==> config.mk <==
export PLATFORM = sky130hd
export DESIGN_NAME = watch_interval_timer
export DESIGN_NICKNAME = d
export VERILOG_FILES = /design/src/logic/wit_pkg.sv /design/src/logic/irq_if.sv /design/src/logic/edge_sync.sv /design/src/logic/irq_ctl.sv /design/src/logic/watch_interval_timer.sv
export SDC_FILE = /design/constraint.sdc
export NUM_CORES = 1
export LEC_CHECK = 0
export BUFFER_PORTS_ARGS = -buffer_cell sky130_fd_sc_hd__buf_2
export CORE_MARGIN = 3
export CORE_UTILIZATION = 47
export DETAILED_ROUTE_END_ITERATION = 6
export PLACE_DENSITY = 0.81
export SYNTH_ARGS = -nofsm -noshare
export SYNTH_HDL_FRONTEND = slang
export SYNTH_SLANG_ARGS = --single-unit
==> constraint.sdc <==
create_clock -name core_clk -period 2 [get_ports core_clk]
set_input_delay 0.4 -clock core_clk [delete_from_list [all_inputs] [get_ports core_clk]]
set_output_delay 0.4 -clock core_clk [all_outputs]
set_load 0.02 [all_outputs]
==> src/logic/wit_pkg.sv <==
`default_nettype none
package wit_pkg;
	// ----------------------------------------------------------------
	// Register map
	// ----------------------------------------------------------------
	localparam logic [27:0] CTRL_ADDR = 28'hfff_f680;
	localparam logic [27:0] STATUS_ADDR = 28'hfff_f684;
	localparam logic [27:0] MASK_ADDR = 28'hfff_f688;
	localparam logic [7:0] CTRL_RESET = 8'h00;
	localparam logic [1:0] IRQ_RESET = 2'h0;
	localparam logic [31:0] UNMAPPED_DATA = 32'h0000_0000;

	// ----------------------------------------------------------------
	// Control field positions
	// ----------------------------------------------------------------
	localparam int EN_BIT = 0;
	localparam int RUN_BIT = 1;
	localparam int FLAG_LSB = 2;
	localparam int IVL_LSB = 4;
	localparam int SRC_BIT = 7;

	// Status and mask bit positions
	localparam int IRQ_WATCH = 0;
	localparam int IRQ_IVL = 1;

	// ----------------------------------------------------------------
	// Counter widths and reset values
	// ----------------------------------------------------------------
	localparam int PRESCALE_W = 11;
	localparam int COUNT_W = 5;
	localparam logic [10:0] PRESCALE_RESET = 11'h000;
	localparam logic [10:0] PRESCALE_FULL = 11'h7ff;
	localparam logic [4:0] COUNT_RESET = 5'h00;
	localparam logic [2:0] SYNC_RESET = 3'h0;

	typedef enum logic [1:0] {
		FLAG_2P14 = 2'h0,
		FLAG_2P13 = 2'h1,
		FLAG_2P5 = 2'h2,
		FLAG_2P4 = 2'h3
	} flag_period_t;

	typedef enum logic [1:0] {
		BUS_IDLE = 2'h1,
		BUS_ACK = 2'h2
	} bus_state_t;
endpackage
`default_nettype wire

==> src/logic/irq_if.sv <==
`timescale 1ns/10ps
`default_nettype none
interface irq_if;
	logic [1:0] event_p;
	logic wr_status;
	logic wr_mask;
	logic [1:0] wdata;
	logic [1:0] status;
	logic [1:0] mask;
	logic irq;
	modport core (output event_p, output wr_status, output wr_mask, output wdata,
		input status, input mask, input irq);
	modport ctl (input event_p, input wr_status, input wr_mask, input wdata,
		output status, output mask, output irq);
endinterface
`default_nettype wire

==> src/logic/edge_sync.sv <==
`timescale 1ns/10ps
`default_nettype none
module edge_sync (
	input wire logic core_clk,
	input wire logic rst_n,
	input wire logic async_in,
	output logic rise
);
	logic [2:0] sync;
	logic [2:0] next_sync;

	// Stage 0 is only read by stage 1; the edge looks at stages 1 and 2
	always_comb begin
		next_sync = {sync[1:0], async_in};
	end

	always_ff @(posedge core_clk) begin
		if (!rst_n) begin
			sync <= wit_pkg::SYNC_RESET;
		end else begin
			sync <= next_sync;
		end
	end

	assign rise = sync[1] & ~sync[2];
endmodule
`default_nettype wire

==> src/logic/irq_ctl.sv <==
`timescale 1ns/10ps
`default_nettype none
module irq_ctl (
	input wire logic core_clk,
	input wire logic rst_n,
	irq_if.ctl bus
);
	logic [1:0] next_status;
	logic [1:0] next_mask;

	// A new event wins over a write-one-to-clear in the same cycle
	always_comb begin
		next_status = bus.status;
		if (bus.wr_status) begin
			next_status = bus.status & ~bus.wdata;
		end
		next_status = next_status | bus.event_p;
		next_mask = bus.wr_mask ? bus.wdata : bus.mask;
	end

	always_ff @(posedge core_clk) begin
		if (!rst_n) begin
			bus.status <= wit_pkg::IRQ_RESET;
			bus.mask <= wit_pkg::IRQ_RESET;
		end else begin
			bus.status <= next_status;
			bus.mask <= next_mask;
		end
	end

	assign bus.irq = |(bus.status & bus.mask);
endmodule
`default_nettype wire

==> src/logic/watch_interval_timer.sv <==
// Function
// - A 5-bit counter fed by the prescaler, started and stopped by the run bit.
// - An 11-bit prescaler divides the selected watch clock ahead of the counter.
// - The control register resets to zero on every reset, timer stopped.
// - The control register is fully readable and writable, byte or bit wise.
// - Bits 6:4 pick the interval; their value n gives 2^(4+n) watch clocks.
// - Bits 3:2 pick the watch period: 2^14, 2^13, 2^5 or 2^4 clocks.
// - Run bit one makes the counter count; zero stops and clears it.
// - Enable bit zero stops the count clock and clears prescaler and counter.
// - The control register gates clock and operation and holds the interval, watch period and clock source selections.
// - The 5-bit counter counts only when enable and run bits are both one; the prescaler needs the enable bit alone.
// - Separate watch and interval interrupts, which may fire together.
`timescale 1ns/10ps
`default_nettype none
module watch_interval_timer (
	input wire logic core_clk,
	input wire logic rst_n,
	input wire logic sub_osc_clock,
	input wire logic div_main_clock,
	input wire logic wb_cyc_i,
	input wire logic wb_stb_i,
	input wire logic wb_we_i,
	input wire logic [27:0] wb_adr_i,
	input wire logic [3:0] wb_sel_i,
	input wire logic [31:0] wb_dat_i,
	output logic [31:0] wb_dat_o,
	output logic wb_ack_o,
	output logic watch_irq,
	output logic interval_irq,
	output logic irq
);
	// ----------------------------------------------------------------
	// Declarations
	// ----------------------------------------------------------------
	irq_if ibus ();
	wit_pkg::bus_state_t bus_state;
	wit_pkg::bus_state_t next_bus_state;
	logic [31:0] next_dat;
	logic [7:0] watch_timer_control;
	logic [7:0] next_control;
	logic [10:0] prescale;
	logic [10:0] next_prescale;
	logic [4:0] count;
	logic [4:0] next_count;
	logic watch_ev;
	logic interval_ev;
	logic next_watch_irq;
	logic next_interval_irq;
	logic sub_rise;
	logic main_rise;
	logic watch_count_clock;
	logic timer_enable_bit;
	logic counter_run_bit;
	logic clock_source_bit;
	logic [2:0] interval_select_field;
	wit_pkg::flag_period_t flag_period_field;
	logic [10:0] ivl_mask;
	logic prescale_wrap;
	logic bus_commit;
	logic [11:0] ivl_ticks;
	logic [11:0] next_ivl_ticks;
	logic [11:0] ivl_period;
	logic [14:0] watch_ticks;
	logic [14:0] next_watch_ticks;
	logic [14:0] watch_period;
	logic watch_seen;
	logic next_watch_seen;

	// ----------------------------------------------------------------
	// Watch clock edges, both sources arrive from outside this domain
	// ----------------------------------------------------------------
	edge_sync sub_sync (
		.core_clk(core_clk),
		.rst_n(rst_n),
		.async_in(sub_osc_clock),
		.rise(sub_rise)
	);

	edge_sync main_sync (
		.core_clk(core_clk),
		.rst_n(rst_n),
		.async_in(div_main_clock),
		.rise(main_rise)
	);

	assign timer_enable_bit = watch_timer_control[wit_pkg::EN_BIT];
	assign counter_run_bit = watch_timer_control[wit_pkg::RUN_BIT];
	assign clock_source_bit = watch_timer_control[wit_pkg::SRC_BIT];
	assign interval_select_field = watch_timer_control[wit_pkg::IVL_LSB +: 3];
	assign flag_period_field = wit_pkg::flag_period_t'(watch_timer_control[wit_pkg::FLAG_LSB +: 2]);

	// Source switch is glitch-free only because software changes it while stopped
	assign watch_count_clock = timer_enable_bit
		& (clock_source_bit ? main_rise : sub_rise);

	// ----------------------------------------------------------------
	// Prescaler and 5-bit counter
	// ----------------------------------------------------------------
	assign prescale_wrap = (prescale == wit_pkg::PRESCALE_FULL);
	assign ivl_mask = wit_pkg::PRESCALE_FULL >> (3'h7 - interval_select_field);

	always_comb begin
		next_prescale = prescale;
		next_count = count;
		if (!timer_enable_bit) begin
			next_prescale = wit_pkg::PRESCALE_RESET;
		end else if (watch_count_clock) begin
			next_prescale = 11'(prescale + 11'h001);
		end
		if (!timer_enable_bit || !counter_run_bit) begin
			next_count = wit_pkg::COUNT_RESET;
		end else if (watch_count_clock && prescale_wrap) begin
			next_count = 5'(count + 5'h01);
		end
	end

	always_ff @(posedge core_clk) begin
		if (!rst_n) begin
			prescale <= wit_pkg::PRESCALE_RESET;
			count <= wit_pkg::COUNT_RESET;
		end else begin
			prescale <= next_prescale;
			count <= next_count;
		end
	end

	// ----------------------------------------------------------------
	// Interrupt events
	// ----------------------------------------------------------------
	always_comb begin
		interval_ev = watch_count_clock && ((prescale & ivl_mask) == ivl_mask);
		watch_ev = 1'b0;
		if (watch_count_clock && counter_run_bit) begin
			unique case (flag_period_field)
				wit_pkg::FLAG_2P14: watch_ev = prescale_wrap && (count[2:0] == 3'h7);
				wit_pkg::FLAG_2P13: watch_ev = prescale_wrap && (count[1:0] == 2'h3);
				wit_pkg::FLAG_2P5: watch_ev = (prescale[4:0] == 5'h1f);
				wit_pkg::FLAG_2P4: watch_ev = (prescale[3:0] == 4'hf);
			endcase
		end
		next_watch_irq = watch_ev;
		next_interval_irq = interval_ev;
	end

	always_ff @(posedge core_clk) begin
		if (!rst_n) begin
			watch_irq <= 1'b0;
			interval_irq <= 1'b0;
		end else begin
			watch_irq <= next_watch_irq;
			interval_irq <= next_interval_irq;
		end
	end

	irq_ctl irq_block (
		.core_clk(core_clk),
		.rst_n(rst_n),
		.bus(ibus)
	);

	assign ibus.event_p = {interval_ev, watch_ev};
	assign ibus.wdata = wb_dat_i[1:0];
	assign ibus.wr_status = bus_commit && wb_we_i && wb_sel_i[0]
		&& (wb_adr_i == wit_pkg::STATUS_ADDR);
	assign ibus.wr_mask = bus_commit && wb_we_i && wb_sel_i[0] && (wb_adr_i == wit_pkg::MASK_ADDR);
	assign irq = ibus.irq;

	// ----------------------------------------------------------------
	// Wishbone slave, one wait state, write lands on the acking edge
	// ----------------------------------------------------------------
	assign wb_ack_o = (bus_state == wit_pkg::BUS_ACK);
	assign bus_commit = wb_ack_o && wb_cyc_i && wb_stb_i;

	always_comb begin
		next_bus_state = bus_state;
		next_dat = wb_dat_o;
		next_control = watch_timer_control;
		unique case (bus_state)
			wit_pkg::BUS_IDLE: begin
				if (wb_cyc_i && wb_stb_i) begin
					next_bus_state = wit_pkg::BUS_ACK;
					unique case (wb_adr_i)
						wit_pkg::CTRL_ADDR: next_dat = {24'h00_0000, watch_timer_control};
						wit_pkg::STATUS_ADDR: next_dat = {30'h0000_0000, ibus.status};
						wit_pkg::MASK_ADDR: next_dat = {30'h0000_0000, ibus.mask};
						default: next_dat = wit_pkg::UNMAPPED_DATA;
					endcase
				end
			end
			wit_pkg::BUS_ACK: begin
				next_bus_state = wit_pkg::BUS_IDLE;
			end
			default: begin
				next_bus_state = wit_pkg::BUS_IDLE;
			end
		endcase
		// Bit writes arrive as read-modify-write of the whole byte
		if (bus_commit && wb_we_i && wb_sel_i[0] && (wb_adr_i == wit_pkg::CTRL_ADDR)) begin
			next_control = wb_dat_i[7:0];
		end
	end

	always_ff @(posedge core_clk) begin
		if (!rst_n) begin
			bus_state <= wit_pkg::BUS_IDLE;
			wb_dat_o <= wit_pkg::UNMAPPED_DATA;
			watch_timer_control <= wit_pkg::CTRL_RESET;
		end else begin
			bus_state <= next_bus_state;
			wb_dat_o <= next_dat;
			watch_timer_control <= next_control;
		end
	end

	// ----------------------------------------------------------------
	// Reference tick counts for the period checks
	// ----------------------------------------------------------------
	// Counted apart from the prescaler taps, so a wrong tap shows as a wrong period
	always_comb begin
		ivl_period = 12'h010 << interval_select_field;
		unique case (flag_period_field)
			wit_pkg::FLAG_2P14: watch_period = 15'h4000;
			wit_pkg::FLAG_2P13: watch_period = 15'h2000;
			wit_pkg::FLAG_2P5: watch_period = 15'h0020;
			wit_pkg::FLAG_2P4: watch_period = 15'h0010;
		endcase
		next_ivl_ticks = ivl_ticks;
		if (!timer_enable_bit || interval_irq) begin
			next_ivl_ticks = 12'h000;
		end else if (watch_count_clock) begin
			next_ivl_ticks = 12'(ivl_ticks + 12'h001);
		end
		next_watch_ticks = watch_ticks;
		next_watch_seen = watch_seen;
		if (!timer_enable_bit || !counter_run_bit) begin
			next_watch_ticks = 15'h0000;
			next_watch_seen = 1'b0;
		end else if (watch_irq) begin
			next_watch_ticks = 15'h0000;
			next_watch_seen = 1'b1;
		end else if (watch_count_clock) begin
			next_watch_ticks = 15'(watch_ticks + 15'h0001);
		end
	end

	always_ff @(posedge core_clk) begin
		if (!rst_n) begin
			ivl_ticks <= 12'h000;
			watch_ticks <= 15'h0000;
			watch_seen <= 1'b0;
		end else begin
			ivl_ticks <= next_ivl_ticks;
			watch_ticks <= next_watch_ticks;
			watch_seen <= next_watch_seen;
		end
	end
endmodule
`default_nettype wire

# == Word level (Yosys, flattened, before mapping) ==
# Cells that the tools add are included.
# totals
inputBits,71
mem_bits_rw,0
register_bits,70
romBits,0
memories,0
latch_bits,0
word_cells,67
# classes
n_shift,1
mux,5
n_reduce_logical,22
div_mod_pow,0
addsub,3
order_cmp,0
eq_ne,14
bitwise_logic,11
multipliers,0
# ops
op,count
"== test 28 bit, second input constant",3
one-hot mux 8 bit (3 select lines),1
logical AND 1 bit,13
"adder 11 x 1 -> 11 bit, second input constant",1
bitwise AND 11 bit,1
== test 11 bit,1
"== test 11 bit, second input constant",1
"right shift 11 x 3 -> 11 bit, first input constant",1
"== test 2 bit, second input constant",4
AND reduction 2 bit,3
"adder 5 x 1 -> 5 bit, second input constant",1
"== test 5 bit, second input constant",1
bitwise AND 2 bit,2
"== test 2 x 1 -> 1 bit, second input constant",2
"== test 4 bit, second input constant",1
one-hot mux 1 bit (4 select lines),1
OR reduction 2 bit,2
bitwise AND 1 bit,3
"== test 3 bit, second input constant",1
inverter 1 bit,3
"subtractor 3 bit, first input constant",1
logical NOT 1 bit,2
logical NOT 2 bit,1
two-way mux 1 bit,2
other kinds (4),4

# == Depth between registers and ports, before layout ==
# logic_depth
word_depth,8
ltp_mapped,8
mapped_depth_nobuf,8

# == Cells and area by module ==
# A second synthesis with hierarchy kept.
# hier_totals
cells_unflattened,243
hier_area_um2,2174.6
# modules_own_cells
module,cells_each,instances,area_each_um2,seq_area_each_um2
watch_interval_timer,214,1,1838.0,680.7
edge_sync,7,2,92.6,60.1
irq_ctl,15,1,151.4,80.1

# == Worst setup path after synthesis ==
# Ideal clock, no wire load.
# synth_timing
path_kind,input to register
start,input port wb_adr_i[6]
end,register irq_block.bus.status[0]
path_buffers,0
path_slack_ns,0.180
t_required_ns,1.879
arrival_ns,1.699
setup_time_ns,0.121
cell_stages,4
cell_sequence,or4b_4 > or4_4 > nor4_1 > o21bai_1
# synth_between
elab_chain_len,4
# synth_lines
item,line_no,text
start: declaration,watch_interval_timer.sv:23,"input wire logic [27:0] wb_adr_i,"
== test 28 bit,watch_interval_timer.sv:164,&& (wb_adr_i == wit_pkg::STATUS_ADDR);
logical AND 1 bit,watch_interval_timer.sv:164,
two-way mux 2 bit,irq_ctl.sv:14,if (bus.wr_status) begin
bitwise OR 2 bit,irq_ctl.sv:17,next_status = next_status | bus.event_p;
end signal: assignment,irq_ctl.sv:23,bus.status <= wit_pkg::IRQ_RESET;
end signal: assignment,irq_ctl.sv:26,bus.status <= next_status;
end: declaration,irq_if.sv:14,"output status, output mask, output irq);"
# No other way between the ends.
# A chain may end at the register's enable or synchronous reset.

# == Worst setup path after layout ==
# layout_timing
start,register watch_timer_control[7]
end,register prescale[9]
# layout_between
elab_chain_len,2
# layout_lines
item,line_no,text
start: declaration,watch_interval_timer.sv:39,logic [7:0] watch_timer_control;
start signal: assignment,watch_interval_timer.sv:207,watch_timer_control <= wit_pkg::CTRL_RESET;
start signal: assignment,watch_interval_timer.sv:211,watch_timer_control <= next_control;
two-way mux 1 bit,watch_interval_timer.sv:94,& (clock_source_bit ? main_rise : sub_rise);
bitwise AND 1 bit,watch_interval_timer.sv:94,
end signal: assignment,watch_interval_timer.sv:119,prescale <= wit_pkg::PRESCALE_RESET;
end signal: assignment,watch_interval_timer.sv:122,prescale <= next_prescale;
end: declaration,watch_interval_timer.sv:41,logic [10:0] prescale;
# No other way between the ends.

==> qor.csv <==
stage;metric;value;unit
outcome;status;finished, final reports clean;
clock_tree;cts repair resizes;0;
logic_synthesis;synth warn;0;
power_and_ir_drop;leakage;1.18;nW
clock_tree;Clk Tree Root Cell;clkbuf_8;
clock_tree;maximum buffer depth of the clock tree;2;
worst_setup_path;CP delay by family, top;compound AO/OA/AOI/OAI gates;
flow_run;max_cap viols;0;
drt;Via density;4.97;
drt;final WL;4550;um
clock_tree;hold buffers post-CTS;0;
drt;Initial DRC Count;51;
worst_setup_path;CP Capture Type;register;
floorplanning;I/O Pins;107;
power_and_ir_drop;share of power burned in registers;0.530;
power_and_ir_drop;Power Density;625;nW/um2
finish;share of layout cells above drive strength 1;0.260;
logic_synthesis;Most used DFF post-synth;dfxtp_1;
sta;RSZ-0062 raised after global routing;false;
power_and_ir_drop;Clk pwr share;0.393;
logic_synthesis;synthesized area;2300;um2
logic_synthesis;Yosys reg bits;44;
drt;residual DRC count;0;
sta;final hold viol count;0;
global_route;total track usage;0.159;
logic_synthesis;Synth Instances;249;
worst_setup_path;crit path kind;reg -> reg;
sta;final setup fails;0;
clock_tree;CTS buffer count;5;
worst_setup_path;CP peak stage delay;0.40;ns
floorplanning;die area;5770;um2
logic_synthesis;Netlist cell types;49;
sta;Tmin final;1.81;ns
placed_design;Final GP Congestion;0.789;
worst_setup_path;Reg2Reg Depth;5;
drt;ANT nets after route;0;
worst_setup_path;reg-to-reg startpoint;watch_timer_control[7];
clock_tree;setup bufs post-CTS;0;
drt;number of vias in the routed layout;1855;
logic_synthesis;Syn Area/Cell;9.23;um2
clock_tree;CTS tree;done;
drt;Pre-Repair DR Iteration Count;4;
finish;Layout area overhead;16.3;%
worst_setup_path;Levels on crit path;5;
worst_setup_path;R2R Setup Slk;0.19;ns
floorplanning;Initial Util;0.507;
worst_setup_path;Crit-path slowest cell;dfxtp_1;
global_route;total grt overflow;0;
logic_synthesis;number of flops mapped to enable cells by yosys;0;
finish;antenna cell count;0;
sta;final hold slack;0.316;ns
clock_tree;H-tree levels;2;
placed_design;detailed placement HPWL;3580;um
power_and_ir_drop;Int Power;1.30;mW
power_and_ir_drop;sw frac;0.223;
floorplanning;die outline width;75.9;um
worst_setup_path;worst setup path end;prescale[9];
hold_path;Worst Hold Class;in -> reg;
clock_tree;Clk pin slew, worst setup/hold paths;0.08;ns
worst_setup_path;WP data arrival;2.00;ns
finish;Final #Nets;382;
global_route;pin count of the biggest net entering global routing;27;
worst_setup_path;Critical Path Start Type;register;
finish;post-layout util;0.590;
worst_setup_path;CP cell instances;nand4bb_1, buf_4, a211oi_1, a21oi_1, a31o_2;
worst_setup_path;CP Launch Point;watch_timer_control[7];
worst_setup_path;WP buf/inv;1;
placed_design;IO buf count;55;
power_and_ir_drop;switching power;372;uW
global_route;global-route wire length before repair;7760;um
floorplanning;row count;24;
floorplanning;core area;4530;um2
power_and_ir_drop;Comb pwr share;0.077;
worst_setup_path;Worst Path Max Fanout;8;
hold_path;hold depth;2;
sta;clk_skew;0.00778;ns
sta;FMAX;0.551;GHz
worst_setup_path;reg-to-reg endpoint;prescale[9];
logic_synthesis;ys async rst share;0;
worst_setup_path;CP required;2.18;ns
floorplanning;die height;75.9;um
sta;period utilization;0.907;
global_route;initial antenna violation count;0;
clock_tree;# clock sinks;44;
global_route;vias in the first global route;1743;
logic_synthesis;sequential element share of the synthesized area;0.383;
sta;max-slew violations;0;
power_and_ir_drop;peak supply drop;494;uV
clock_tree;clk_lat worst skew;0.29;ns
drt;WL/cell;12.2;um
==> state kept, by name (all words and copies together) (netlist names) <==
register / count
interval_irq: 1
irq_block.bus.status: 2
irq_block.bus.mask: 2
watch_irq: 1
wb_dat_o: 8
prescale: 11
watch_timer_control: 8
bus_state: 2
count: 3
main_sync.sync: 3
sub_sync.sync: 3
==> kinds of logic after synthesis <==
family,after synthesis,synth area share
muxes,15,0.0653
and+or+nand+nor,102,0.257
other,1,0.00163
adders and majority gates,4,0.0218
xor gates and xnor gates,9,0.0343
AOI/OAI and AO/OA,36,0.134
buffers and inverters,38,0.102
DFF,44,0.383
==> worst min path at each step <==
stage                 startpoint                 to  slack (ns)
3_5_place_dp   main_sync.sync[0]  main_sync.sync[1]        0.42
5_1_grt           div_main_clock  main_sync.sync[0]        0.31
3_3_place_gp    sub_sync.sync[0]   sub_sync.sync[1]        0.41
4_1_cts           div_main_clock  main_sync.sync[0]        0.31
6_report          div_main_clock  main_sync.sync[0]        0.32
2_1_floorplan  main_sync.sync[0]  main_sync.sync[1]        0.41
==> stage by stage <==
stage | setup TNS [ns] | setup slack [ns] | instances | total power, mW | instance area, um2
after detailed placement | -0.0636 | -0.0446 | 365 | 1.03 | 2570
after floorplan | 0 | 0.180 | 272 | 1.02 | 2380
after CTS | 0 | 0.176 | 373 | 1.69 | 2670
final | 0 | 0.186 | 373 | 1.67 | 2670
after global placement | -0.0418 | -0.0258 | 365 | 1.03 | 2570
after global routing | 0 | 0.0504 | 373 | 1.73 | 2670
==> cells in the final DEF (no fill, tap or decap), types with 4 or more instances in the layout <==
cell type | synthesis | final
inv_1 | 6 | 6
nand2_1 | 33 | 33
buf_4 | 24 | 5
a22o_1 | 7 | 7
buf_2 | 2 | 55
nor2_1 | 18 | 18
and2_1 | 7 | 7
ha_1 | 4 | 4
nand4_1 | 7 | 7
a211oi_1 | 4 | 4
conb_1 | 1 | 24
mux2i_1 | 15 | 15
nand3_1 | 6 | 6
a21oi_1 | 5 | 5
clkbuf_8 | 0 | 5
nor2b_1 | 4 | 4
xnor2_1 | 8 | 8
dfxtp_1 | 44 | 44
o21ai_0 | 4 | 4
nand4b_1 | 4 | 4
==> per-layer routing <==
layer / up-vias / global-route usage / part of all wire
met4: 0 / 0.0344 / 0
met2: 53 / 0.281 / 0.50
met5: - / 0 / 0
met1: 848 / 0.192 / 0.43
met3: 0 / 0.0450 / 0.069
li1: 954 / - / -
==> worst register-to-register path: cells and delay by family, from the launching register on <==
kind / cells / cell delay [ns]
simple gates: 1 / 0.38
flops: 1 / 0.40
buf+inv: 1 / 0.28
compound gates: 3 / 0.65
==> cell type report <==
cell class / count / area [um2]
clock buffers: 6 / 72.6
clock inverters: 2 / 35.0
fillers: 419 / 1860
inverters: 6 / 22.5
multi-input cells: 190 / 1270
flip-flops and latches: 44 / 881
well taps: 65 / 81.3
repair buffers: 60 / 313
==> cells in the mapped netlist (2+ instances only) <==
library cell / n / area [um2]
nor2_1: 18 / 67.6
nand4b_1: 4 / 35.0
a22o_1: 7 / 61.3
nor3_1: 3 / 15.0
ha_1: 4 / 50.1
inv_1: 6 / 22.5
or4b_4: 2 / 27.5
nand2b_1: 2 / 12.5
a211oi_1: 4 / 30.0
dfxtp_1: 44 / 881
or2_2: 2 / 12.5
o21ai_0: 4 / 20.0
o2bb2ai_1: 2 / 17.5
buf_4: 24 / 180
nand3_1: 6 / 30.0
nor4_1: 2 / 12.5
a21boi_0: 2 / 15.0
buf_2: 2 / 10.0
xnor2_1: 8 / 70.1
nor2b_1: 4 / 25.0
and4b_1: 2 / 20.0
o21bai_1: 2 / 15.0
clkbuf_1: 5 / 18.8
a2111oi_2: 3 / 45.0
nand2_1: 33 / 124
nand4_1: 7 / 43.8
mux2i_1: 15 / 150
and2_1: 7 / 43.8
a21oi_1: 5 / 25.0
==> power groups by stage <==
| stage | sequential (mW) | clock (mW) | combinational [mW] |
|---|---|---|---|
| final | 0.885 | 0.656 | 0.128 |
| after global placement | 0.906 | 0 | 0.125 |
| after detailed placement | 0.906 | 0 | 0.127 |
| after CTS | 0.885 | 0.679 | 0.128 |
| after floorplan | 0.905 | 0 | 0.112 |
| after global routing | 0.886 | 0.701 | 0.142 |
Power figures use the tool's default switching activity.
